File: src/common/spt_pkg.sv
// Shared constants and types for the SPI target port
package spt_pkg;

  // Word and buffer geometry
  localparam int WORD_W     = 16;
  localparam int FIFO_DEPTH = 32;
  localparam int CNT_W      = 5;
  localparam int PER_W      = 9;

  // Global control register field
  localparam int CTL_CTRL_SEL_BIT = 0;

  // Format register fields
  localparam int FMT_PRESCALE_LSB = 8;
  localparam int FMT_PRESCALE_MSB = 15;
  localparam int FMT_PHASE_BIT    = 16;
  localparam int FMT_POLARITY_BIT = 17;

  // Reset values
  localparam logic [WORD_W-1:0] RX_DATA_RST = 16'h0000;
  localparam logic [CNT_W-1:0]  BIT_CNT_RST = 5'h00;
  localparam logic [PER_W-1:0]  PER_MAX     = 9'h1ff;

  // Timing: core clock period and least serial clock period
  localparam int CORE_CLK_PERIOD_NS = 4;
  localparam int MIN_SCLK_PERIOD_NS = 25;
  localparam int MIN_SCLK_CYC_INT   = (MIN_SCLK_PERIOD_NS + CORE_CLK_PERIOD_NS - 1) / CORE_CLK_PERIOD_NS;
  localparam logic [PER_W-1:0] MIN_SCLK_CYC = PER_W'(MIN_SCLK_CYC_INT);

  // Decoded format
  typedef struct packed {
    logic       polarity;
    logic       phase;
    logic [7:0] prescale;
  } spt_fmt_t;

  // Received word
  typedef struct packed {
    logic              valid;
    logic [WORD_W-1:0] data;
  } spt_rx_t;

  // Least serial clock period in core cycles for a prescale value
  function automatic logic [PER_W-1:0] min_period(input logic [7:0] ps);
    logic [PER_W-1:0] p;
    p = (ps == 8'h00) ? 9'h002 : ({1'b0, ps} + 9'h001);
    return (p > MIN_SCLK_CYC) ? p : MIN_SCLK_CYC;
  endfunction

endpackage

File: src/design/spt_fifo.sv
// Word FIFO with valid/ready on both sides
`timescale 1ns/1ns
`default_nettype none
module spt_fifo #(
  parameter int WIDTH = 16,
  parameter int DEPTH = 32
) (
  // Clock and reset
  input  wire logic             clk_i,
  input  wire logic             rst_n_i,
  // Fill side
  input  wire logic             in_valid_i,
  input  wire logic [WIDTH-1:0] in_data_i,
  output logic                  in_ready_o,
  // Drain side
  output logic                  out_valid_o,
  output logic      [WIDTH-1:0] out_data_o,
  input  wire logic             out_ready_i
);
  localparam int AW = $clog2(DEPTH);

  logic [WIDTH-1:0] mem [DEPTH];
  logic [AW-1:0]    wp_q, wp_d, rp_q, rp_d;
  logic [AW:0]      cnt_q, cnt_d;
  logic             rdy_q, rdy_d, val_q, val_d;
  logic             push, pop;

  always_comb begin
    push  = in_valid_i & rdy_q;
    pop   = out_ready_i & val_q;
    wp_d  = push ? AW'(wp_q + 1'b1) : wp_q;
    rp_d  = pop ? AW'(rp_q + 1'b1) : rp_q;
    cnt_d = (AW+1)'(cnt_q + {{AW{1'b0}}, push} - {{AW{1'b0}}, pop});
    rdy_d = cnt_d != (AW+1)'(DEPTH);
    val_d = cnt_d != '0;
  end

  always_ff @(posedge clk_i or negedge rst_n_i) begin
    if (!rst_n_i) begin
      wp_q  <= '0;
      rp_q  <= '0;
      cnt_q <= '0;
      rdy_q <= 1'b0;
      val_q <= 1'b0;
    end else begin
      wp_q  <= wp_d;
      rp_q  <= rp_d;
      cnt_q <= cnt_d;
      rdy_q <= rdy_d;
      val_q <= val_d;
    end
  end

  always_ff @(posedge clk_i) begin
    if (push) begin
      mem[wp_q] <= in_data_i;
    end
  end

  assign in_ready_o  = rdy_q;
  assign out_valid_o = val_q;
  assign out_data_o  = mem[rp_q];

endmodule // spt_fifo
`default_nettype wire

File: src/design/spt_target.sv
// SPI target port: serial shifter, frame control and transmit buffer
`timescale 1ns/1ns
`default_nettype none

// Behaviour
// - Target mode, serial clock as input, when control bit 0 is clear.
// - Format bit 16 selects clock phase, changing launch/sample edge pairing.
// - Format bit 17 selects clock polarity; together with phase it decides the active edge.
// - Prescale bits 15:8 set least serial period; never under 25 ns.
// - Polarity equal to phase: output bits launched after rising edges.
// - Polarity differing from phase: output bits launched after falling edges.
// - Equal settings sample on falling edge, otherwise on rising edge.
module spt_target #(
  parameter int WORD_W = spt_pkg::WORD_W,
  parameter int DEPTH  = spt_pkg::FIFO_DEPTH
) (
  // Clock and reset
  input  wire logic              CORE_CLK_I,
  input  wire logic              RESET_N_I,
  // Configuration
  input  wire logic [31:0]       GLOBAL_CONTROL_REG_I,
  input  wire logic [31:0]       FORMAT_REG_I,
  // Serial pins
  input  wire logic              SERIAL_CLOCK_PIN_I,
  input  wire logic              CS_N_I,
  input  wire logic              TARGET_DATA_IN_I,
  output logic                   TARGET_DATA_OUT_O,
  output logic                   TARGET_DATA_OUT_OE_O,
  // Transmit words
  input  wire logic              TX_VALID_I,
  input  wire logic [WORD_W-1:0] TX_DATA_I,
  output logic                   TX_READY_O,
  // Received words and status
  output logic                   RX_VALID_O,
  output logic [WORD_W-1:0]      RX_DATA_O,
  output logic                   RATE_ERR_O
);
  localparam int CW = spt_pkg::CNT_W;

  logic rst_s1_q, rst_s2_q, rst_n;

  always_ff @(posedge CORE_CLK_I or negedge RESET_N_I) begin
    if (!RESET_N_I) begin
      rst_s1_q <= 1'b0;
      rst_s2_q <= 1'b0;
    end else begin
      rst_s1_q <= 1'b1;
      rst_s2_q <= rst_s1_q;
    end
  end
  assign rst_n = rst_s2_q;

  // Configuration decode
  spt_pkg::spt_fmt_t fmt;
  logic              ctrl_sel;

  always_comb begin
    fmt.polarity = FORMAT_REG_I[spt_pkg::FMT_POLARITY_BIT];
    fmt.phase    = FORMAT_REG_I[spt_pkg::FMT_PHASE_BIT];
    fmt.prescale = FORMAT_REG_I[spt_pkg::FMT_PRESCALE_MSB:spt_pkg::FMT_PRESCALE_LSB];
    ctrl_sel     = GLOBAL_CONTROL_REG_I[spt_pkg::CTL_CTRL_SEL_BIT];
  end

  // Transmit buffer
  logic              fifo_valid, fifo_pop;
  logic [WORD_W-1:0] fifo_data;

  spt_fifo #(
    .WIDTH (WORD_W),
    .DEPTH (DEPTH)
  ) u_tx_fifo (
    .clk_i       (CORE_CLK_I),
    .rst_n_i     (rst_n),
    .in_valid_i  (TX_VALID_I),
    .in_data_i   (TX_DATA_I),
    .in_ready_o  (TX_READY_O),
    .out_valid_o (fifo_valid),
    .out_data_o  (fifo_data),
    .out_ready_i (fifo_pop)
  );

  // Edge and frame detection
  logic sclk_q, cs_n_q;
  logic rise, fall, mode_b, sample_ev, launch_ev, active, frame_start;

  always_comb begin
    rise        = SERIAL_CLOCK_PIN_I & ~sclk_q;
    fall        = ~SERIAL_CLOCK_PIN_I & sclk_q;
    mode_b      = fmt.polarity ^ fmt.phase;
    sample_ev   = mode_b ? rise : fall;
    launch_ev   = mode_b ? fall : rise;
    active      = ~CS_N_I & ~ctrl_sel;
    frame_start = cs_n_q & ~CS_N_I & ~ctrl_sel;
    fifo_pop    = frame_start & fifo_valid;
  end

  // Shifter state
  logic [WORD_W-1:0]       tx_sh_q, tx_sh_d, rx_sh_q, rx_sh_d;
  logic [CW-1:0]           bit_cnt_q, bit_cnt_d;
  logic [spt_pkg::PER_W-1:0] per_q, per_d;
  spt_pkg::spt_rx_t        rx_q, rx_d;
  logic                    oe_q, oe_d, err_q, err_d;

  // Gap counter holds the serial period less one when the next sample edge arrives
  function automatic logic [spt_pkg::PER_W-1:0] gap_floor(input logic [7:0] ps);
    return spt_pkg::PER_W'(spt_pkg::min_period(ps) - 1'b1);
  endfunction

  always_comb begin
    tx_sh_d   = tx_sh_q;
    rx_sh_d   = rx_sh_q;
    bit_cnt_d = bit_cnt_q;
    rx_d      = rx_q;
    rx_d.valid = 1'b0;
    err_d     = err_q;
    oe_d      = active;
    per_d     = (per_q == spt_pkg::PER_MAX) ? per_q : spt_pkg::PER_W'(per_q + 1'b1);
    if (!active) begin
      bit_cnt_d = spt_pkg::BIT_CNT_RST;
      per_d     = spt_pkg::PER_MAX;
    end else if (frame_start) begin
      tx_sh_d   = fifo_valid ? fifo_data : '0;
      bit_cnt_d = spt_pkg::BIT_CNT_RST;
      per_d     = spt_pkg::PER_MAX;
      err_d     = 1'b0;
    end else if (bit_cnt_q < CW'(WORD_W)) begin
      if (sample_ev) begin
        rx_sh_d   = {rx_sh_q[WORD_W-2:0], TARGET_DATA_IN_I};
        bit_cnt_d = CW'(bit_cnt_q + 1'b1);
        per_d     = '0;
        if (per_q < gap_floor(fmt.prescale)) begin
          err_d = 1'b1;
        end
        if (bit_cnt_q == CW'(WORD_W - 1)) begin
          rx_d.valid = 1'b1;
          rx_d.data  = {rx_sh_q[WORD_W-2:0], TARGET_DATA_IN_I};
        end
      end else if (launch_ev && bit_cnt_q != '0) begin
        tx_sh_d = {tx_sh_q[WORD_W-2:0], 1'b0};
      end
    end
  end

  always_ff @(posedge CORE_CLK_I or negedge rst_n) begin
    if (!rst_n) begin
      sclk_q    <= 1'b0;
      cs_n_q    <= 1'b1;
      tx_sh_q   <= '0;
      rx_sh_q   <= '0;
      bit_cnt_q <= spt_pkg::BIT_CNT_RST;
      per_q     <= spt_pkg::PER_MAX;
      rx_q      <= '{valid: 1'b0, data: spt_pkg::RX_DATA_RST};
      oe_q      <= 1'b0;
      err_q     <= 1'b0;
    end else begin
      sclk_q    <= SERIAL_CLOCK_PIN_I;
      cs_n_q    <= CS_N_I;
      tx_sh_q   <= tx_sh_d;
      rx_sh_q   <= rx_sh_d;
      bit_cnt_q <= bit_cnt_d;
      per_q     <= per_d;
      rx_q      <= rx_d;
      oe_q      <= oe_d;
      err_q     <= err_d;
    end
  end

  assign TARGET_DATA_OUT_O    = tx_sh_q[WORD_W-1];
  assign TARGET_DATA_OUT_OE_O = oe_q;
  assign RX_VALID_O           = rx_q.valid;
  assign RX_DATA_O            = rx_q.data;
  assign RATE_ERR_O           = err_q;
endmodule // spt_target
`default_nettype wire

File: config.mk
export PLATFORM = sky130hd
export DESIGN_NAME = spt_target
export DESIGN_NICKNAME = d
export VERILOG_FILES = /design/src/common/spt_pkg.sv /design/src/design/spt_fifo.sv /design/src/design/spt_target.sv
export SDC_FILE = /design/constraint.sdc
export NUM_CORES = 1
export LEC_CHECK = 0
export BUFFER_PORTS_ARGS = -buffer_cell sky130_fd_sc_hd__buf_2
export CORE_MARGIN = 2
export CORE_UTILIZATION = 50
export CTS_BUF_LIST = sky130_fd_sc_hd__clkbuf_8
export CTS_CLUSTER_DIAMETER = 30
export DETAILED_ROUTE_END_ITERATION = 7
export GPL_TIMING_DRIVEN = 1
export HOLD_SLACK_MARGIN = 0.02
export MAX_ROUTING_LAYER = met4
export PLACE_DENSITY = 0.73
export SLEW_MARGIN = 40
export SYNTH_ARGS = -nofsm -noshare
export SYNTH_HDL_FRONTEND = slang
export SYNTH_SLANG_ARGS = --single-unit
File: constraint.sdc
create_clock -name CORE_CLK_I -period 2.5 [get_ports CORE_CLK_I]
set_input_delay 0.125 -clock CORE_CLK_I [delete_from_list [all_inputs] [get_ports CORE_CLK_I]]
set_output_delay 0.125 -clock CORE_CLK_I [all_outputs]
set_load 0.005 [all_outputs]
==> flow_summary.yaml, run 1 <==
setup_path:
  r2r_end: "tx_sh_q[11]$_DFFE_PN0P_"
  reg2reg_slack_ns: 0.02
  path_cells: "buf_6 > or4_4 > nor3_4 > nor2_2 > buf_4 > buf_4 > buf_4 > buf_4 > buf_4 > buf_4 > buf_4 > buf_4 > buf_4 > buf_4 > buf_4 > buf_4 > buf_4 > buf_4 > a211oi_2 > o31ai_1 > a21oi_1"
  critPathArrivalTime_ns: 3.13
  required_ns: 3.08
  crit_path_frequent_cell: "buf_4"
  reg2reg_depth: 8
  start_kind: "primary input"
  cp_slowest_cell: "or4_4"
  cp_max_fo: 3
  cp_top_family: "buffers and inverters"
  path_buf_inv: 15
  crit_path_max_incr_delay_ns: 0.55
  critPathKind: "in2reg"
  r2r_start: "u_tx_fifo.rp_q[0]$_DFFE_PN0P_"
  cp-end-kind: "flip-flop"
route:
  drtIter0Drc: 1122
  vias: 13212
  wirelength_um: 52300
  drtPass1Iterations: 5
  drc: 0
  via_per_inst: 5.76
  wl_per_cell_um: 22.8
  ant_nets: 0
logic_synthesis:
  yosysTopAreaCell: "edfxtp_1"
  syn_avg_cell_area_um2: 18.5
  syn-cell-area_mm2: 0.0242
  synthFlopType: "edfxtp_1"
  synth_cell_types: 60
  ys_ff_latch: 598
  yosysMostFrequentCell: "edfxtp_1"
  synth_edf_count: 512
  synth_common_cells: "edfxtp_1 (512), mux2i_1 (91), mux4_2 (79)"
  syn_inst: 1307
  seq_area_frac_synth_pct: 72.4
  async_reset_ff_share_pct: 14.4
  synth_top_area_share_pct: 63.4
  ys_top_cells_by_area: "edfxtp_1 (63%), dfrtp_1 (7.8%), mux4_2 (7.3%)"
  synth_nets: 1420
  yosys_warnings: 0
sta:
  fin_skew_ns: 0.0468
  tightest_slew_ns: 0.846
  whs_ns: 0.124
  tns_ns: -0.0492
  timing.final.crit_share_pct: 102
  setup_viol_count_final: 1
  hold_viol_final: 0
  period_needed_ns: 2.55
  report.final.slew_viol_count: 0
  fin_ws_ns: -0.0492
  slew_headroom_pct: 43.5
  fmaxAchievable_mhz: 392
  grt_setup_unrepaired: "true"
power:
  netSwitchingPower_uw: 8910
  switching_share_pct: 29.4
  seqPwrFrac_pct: 39.9
  clkPwrFrac_pct: 32.9
  pwr_density_cell_mw_per_mm2: 1040
  internal_power_uw: 21400
  ir_drop_mv: 0.645
  p_leak_uw: 0.0105
  combPwrFrac_pct: 27.2
die:
  start_util_pct: 50.7
  die_y_um: 224
  die_area_mm2: 0.0503
  coreArea_mm2: 0.0478
  rows: 80
  num_io_pins: 107
  dieWidth_um: 224
layout:
  areaGrowthSynthToFinish_pct: 20.5
  antennaDiodeCount: 0
  n_fill_cell: 3438
  fin_nets: 1698
  final_util_pct: 61.1
  drive_above_1_share_pct: 33.8
grt:
  antenna_found_initial: 0
  grt_pass1_vias: 13603
  grt_max_degree: 52
  overflow: 0
  grt_usage_pct: 21.9
  grt_pass1_wl_um: 79200
cts:
  cts_max_path_buffers: 3
  clkTransAtPathRegs_ns: 0.06
  cts_tree: "built"
  htreeDepth: 3
  clockRootBuffer: "clkbuf_8"
  clock_latency_ns: 0.70
  cts.sinks: 598
  cts_buffers: 110
worst_hold_path:
  holdPathEnd: "bit_cnt_q[1]$_DFFE_PN0P_"
  hold_start: "FORMAT_REG_I[17]"
  hold_class: "in2reg"
  hold_depth: 5
run_status:
  violations: "setup timing"
  outcome: "complete, but fails checks"
place:
  io_buffers: 53
  hpwl_um: 30300
  gp_congestion: 0.841
job:
  drv_cap: 0
sequential cells by signal, indices dropped and copies added (netlist names), 5 cells and up:
signal           count
u_tx_fifo.cnt_q      6
RX_DATA_O           16
u_tx_fifo.rp_q       5
tx_sh_q             16
rx_sh_q             15
per_q                9
u_tx_fifo.wp_q       5
u_tx_fifo.mem      512
bit_cnt_q            5
placed cells by master, fill, tap and decap left out, types with 15 or more instances in the layout:
master         count
a211oi_1          21
mux4_2            83
mux2_2            33
nor2_1            57
mux4_1            15
mux2i_1           91
nor2b_1           27
dlygate4sd3_1     24
clkinv_2          22
clkbuf_8         117
ha_1              22
buf_4            143
o21ai_0           23
inv_1             48
edfxtp_1         512
nand2_1           28
buf_2             49
dfrtp_1           72
final cells by class:
cell class	instances	area [um2]	share of cell area (%)
Sequential cell	598	17600	60.1
Inverter	34	130	0.445
Timing Repair Buffer	235	1920	6.58
Clock inverter	90	821	2.81
Clock buffer	117	1610	5.51
Tap cell	615	769	2.63
Multi-Input combinational cell	606	6410	21.9
worst reg2reg max path, stage by stage (launching register included):
cell,delay (ns)
dfrtp_4,0.44
buf_12,0.17
buf_16,0.18
mux4_1,0.58
mux2i_1,0.18
nor2_1,0.13
a2111oi_1,0.40
buf_4,0.21
o32ai_1,0.08
cell families after synthesis:
family	share of synthesized area, %
DFF	72.4
muxes	14.7
xor gates and xnor gates	0.939
other	0.0155
and+or+nand+nor	3.78
adders and majority gates	1.42
buffers and inverters	2.27
AOI/OAI and AO/OA	4.47
how the worst max path moves through the flow:
stage / start / endpoint / slack [ns] / cells after the start
global placement: FORMAT_REG_I[8] / RATE_ERR_O$_DFFE_PN0P_ / -0.78 / 19
CTS: FORMAT_REG_I[14] / RATE_ERR_O$_DFFE_PN0P_ / -0.06 / 17
floorplan: FORMAT_REG_I[11] / RATE_ERR_O$_DFFE_PN0P_ / -0.56 / 18
finish: FORMAT_REG_I[14] / RATE_ERR_O$_DFFE_PN0P_ / -0.05 / 21
global route: FORMAT_REG_I[8] / RATE_ERR_O$_DFFE_PN0P_ / -0.11 / 20
detailed placement: FORMAT_REG_I[8] / RATE_ERR_O$_DFFE_PN0P_ / -0.90 / 19
power groups by stage:
stage	Sequential, uW	Combinational (uW)	Clock (uW)
floorplan	12100	5070	0
global placement	12300	7310	0
detailed placement	12300	7500	0
CTS	12100	7760	10200
global route	12200	8820	10600
finish	12100	8260	9980
layer usage:
metal | up-vias | routed length [um] | GRT usage (%)
li1 | 5860 | - | -
met1 | 6757 | 22300 | 28.9
met2 | 503 | 25200 | 34.3
met3 | 92 | 3540 | 4.59
met4 | 0 | 1220 | 7.28
met5 | - | 0 | -
per-stage QoR:
stage | std cells | total power [uW] | cell area (um2) | setup WS (ns)
after detailed placement | 2037 | 19800 | 26000 | -0.902
after floorplan | 1307 | 17100 | 24300 | -0.561
after global routing | 2295 | 31600 | 29200 | -0.115
final | 2295 | 30300 | 29200 | -0.0492
after CTS | 2286 | 30000 | 29000 | -0.0557
after global placement | 2037 | 19600 | 26000 | -0.783
timing repair:
action,in CTS,in global routing
endpoints found under the setup margin,12,15
hold buffers,24,0
endpoints found under the hold margin,475,0
pin swaps,11,11
gates resized for setup,26,41
gates cloned,1,0
buffers inserted,17,9
(Power assumes the default switching activity.)
==> inputs of run 2 (changes only) <==
==> constraint.sdc (replaced) <==
create_clock -name CORE_CLK_I -period 2.5 [get_ports CORE_CLK_I]
set_input_delay 0.25 -clock CORE_CLK_I [delete_from_list [all_inputs] [get_ports CORE_CLK_I]]
set_output_delay 0.25 -clock CORE_CLK_I [all_outputs]
set_load 0.005 [all_outputs]
==> run 2 against run 1 <==
Effect of this change:
- the run still ends with setup timing left
- via count decreased by 0.24%
- clock power about the same
- register-to-register slack got worse by 0.04 ns
- power increased by 1.1%
- routed wire length increased by 1.7%
- critical endpoint unchanged
- core utilization decreased by 0.35 points
- highest routed layer unchanged
==> flow_summary.yaml, run 2 (same netlist as run 1, synthesis figures left out) <==
sta:
  timing.final.crit_share_pct: 103
  tightest_slew_ns: 0.785
  setup_viol_count_final: 2
  slew_headroom_pct: 47.5
  period_needed_ns: 2.57
  fin_ws_ns: -0.0675
  fin_skew_ns: 0.0580
  grt_setup_unrepaired: "true"
  whs_ns: 0.104
  report.final.slew_viol_count: 0
  fmaxAchievable_mhz: 389
  hold_viol_final: 0
setup_path:
  reg2reg_depth: 14
  required_ns: 3.10
  path_cells: "buf_4 > ha_4 > and3_4 > nor3_1 > o22a_1 > and2_4 > nor2_1 > ha_2 > o2111ai_4 > nor2_2 > mux2_4 > mux2i_1 > ha_1 > nand4_1 > o21ai_1 > nor4_1 > o211a_1 > o31ai_1 > a21oi_1"
  critPathArrivalTime_ns: 3.17
  crit_path_max_incr_delay_ns: 0.31
  critPathKind: "in2reg"
  cp_max_fo: 3
  path_buf_inv: 1
  start_kind: "primary input"
  r2r_end: "u_tx_fifo.in_ready_o$_DFF_PN0_"
  cp_slowest_cell: "mux2_4"
  r2r_start: "cs_n_q$_DFF_PN1_"
  cp-end-kind: "flip-flop"
  cp_top_family: "simple AND/OR/NAND/NOR gates"
  reg2reg_slack_ns: -0.02
die:
  num_io_pins: 107
  die_y_um: 224
  die_area_mm2: 0.0503
  dieWidth_um: 224
  coreArea_mm2: 0.0478
  start_util_pct: 50.7
  rows: 80
worst_hold_path:
  hold_start: "TX_DATA_I[8]"
  hold_class: "in2reg"
  hold_depth: 1
  holdPathEnd: "u_tx_fifo.mem[14][8]$_DFFE_PP_"
cts:
  cts_buffers: 111
  cts_tree: "built"
  cts_max_path_buffers: 3
  cts.sinks: 598
  clkTransAtPathRegs_ns: 0.06
  clock_latency_ns: 0.71
  clockRootBuffer: "clkbuf_8"
  htreeDepth: 3
layout:
  final_common_cell: "edfxtp_1"
  largest_reg_flops: 512
  top_register: "u_tx_fifo.mem"
  areaGrowthSynthToFinish_pct: 19.8
  fin_cells: 2267
  final_cell_mix: "edfxtp_1 (512), buf_4 (131), clkbuf_8 (115)"
  n_fill_cell: 3410
  fin_nets: 1672
  drive_above_1_share_pct: 33.2
power:
  netSwitchingPower_uw: 8940
  clkPwrFrac_pct: 33.2
  ir_drop_mv: 0.508
  p_leak_uw: 0.0104
  combPwrFrac_pct: 27.3
  internal_power_uw: 21700
  switching_share_pct: 29.2
  seqPwrFrac_pct: 39.5
  pwr_density_cell_mw_per_mm2: 1060
route:
  wl_per_cell_um: 23.5
  drc: 0
  via_per_inst: 5.81
  drtPass1Iterations: 5
  drtIter0Drc: 1292
  vias: 13180
  ant_nets: 0
  wirelength_um: 53200
grt:
  overflow: 0
  grt_usage_pct: 22.1
  grt_pass1_wl_um: 80100
  antenna_found_initial: 2
  grt_pass1_vias: 13496
  grt_max_degree: 62
place:
  hpwl_um: 30300
  gp_congestion: 0.846
  io_buffers: 53
  place_inst: 2031
run_status:
  outcome: "complete, but fails checks"
  violations: "setup timing"
job:
  drv_cap: 0
## run 2: metrics by stage
stage                     util (%)  instance area (um2)  TNS, ns  total power [uW]  setup WS (ns)
after floorplan                  -                24300    -1.67             17100         -0.686
after global placement        54.3                26000    -2.09             19600         -0.845
after detailed placement      54.3                26000    -2.02             19800         -0.969
after CTS                     60.2                28800   -0.115             30300         -0.108
after global routing          60.7                29000   -0.535             31900         -0.220
final                         60.7                29000  -0.0914             30700        -0.0675
## run 2: what timing repair did
item / in CTS / in global routing
gates cloned: 1 / 1
gates resized for setup: 38 / 38
hold buffers: 7 / 0
hold endpoints to repair: 18 / 0
setup buffers: 10 / 11
pin swaps: 9 / 16
endpoints found under the setup margin: 13 / 17
## run 2: power by group through the flow
stage	combinational (uW)	clock (uW)	sequential, uW
after detailed placement	7480	0	12300
after CTS	7840	10400	12100
after global placement	7310	0	12300
final	8350	10200	12100
after global routing	8890	10900	12200
after floorplan	5070	0	12100
## run 2: layout make-up
| class | count | area (um2) | share of cell area, % |
|---|---|---|---|
| Clock inverter | 89 | 881 | 3.03 |
| Sequential cell | 598 | 17600 | 60.4 |
| Clock buffer | 115 | 1580 | 5.45 |
| Timing Repair Buffer | 208 | 1720 | 5.91 |
| Inverter | 34 | 130 | 0.448 |
| Tap cell | 615 | 769 | 2.65 |
| Multi-Input combinational cell | 606 | 6410 | 22.1 |
| Antenna cell | 2 | 5.00 | 0.0172 |
## run 2: per-layer routing
layer / share of wire [%] / track usage, % / up-vias
li1: - / - / 5801
met1: 43 / 29.2 / 6785
met2: 48 / 34.6 / 497
met3: 6.7 / 4.91 / 97
met4: 2.2 / 6.94 / 0
met5: 0 / - / -
## run 2: how the worst max path moves through the flow
stage                          start                     end  slack (ns)  cells after the start
finish               FORMAT_REG_I[9]  RATE_ERR_O$_DFFE_PN0P_       -0.07                     19
floorplan           FORMAT_REG_I[11]  RATE_ERR_O$_DFFE_PN0P_       -0.69                     18
detailed placement   FORMAT_REG_I[8]  RATE_ERR_O$_DFFE_PN0P_       -0.97                     19
global route         FORMAT_REG_I[8]  RATE_ERR_O$_DFFE_PN0P_       -0.22                     21
CTS                 FORMAT_REG_I[14]  RATE_ERR_O$_DFFE_PN0P_       -0.11                     17
global placement     FORMAT_REG_I[8]  RATE_ERR_O$_DFFE_PN0P_       -0.85                     19
## run 2: worst reg2reg max path: cells and delay by family, from the launching register on
family | cells | cell delay, ns
adder cells (fa/ha/maj) | 3 | 0.66
AND/OR/NAND/NOR | 4 | 0.64
flip-flops | 1 | 0.53
buffers and inverters | 4 | 0.22
AO/OA/AOI/OAI | 2 | 0.20
XOR/XNOR | 1 | 0.15
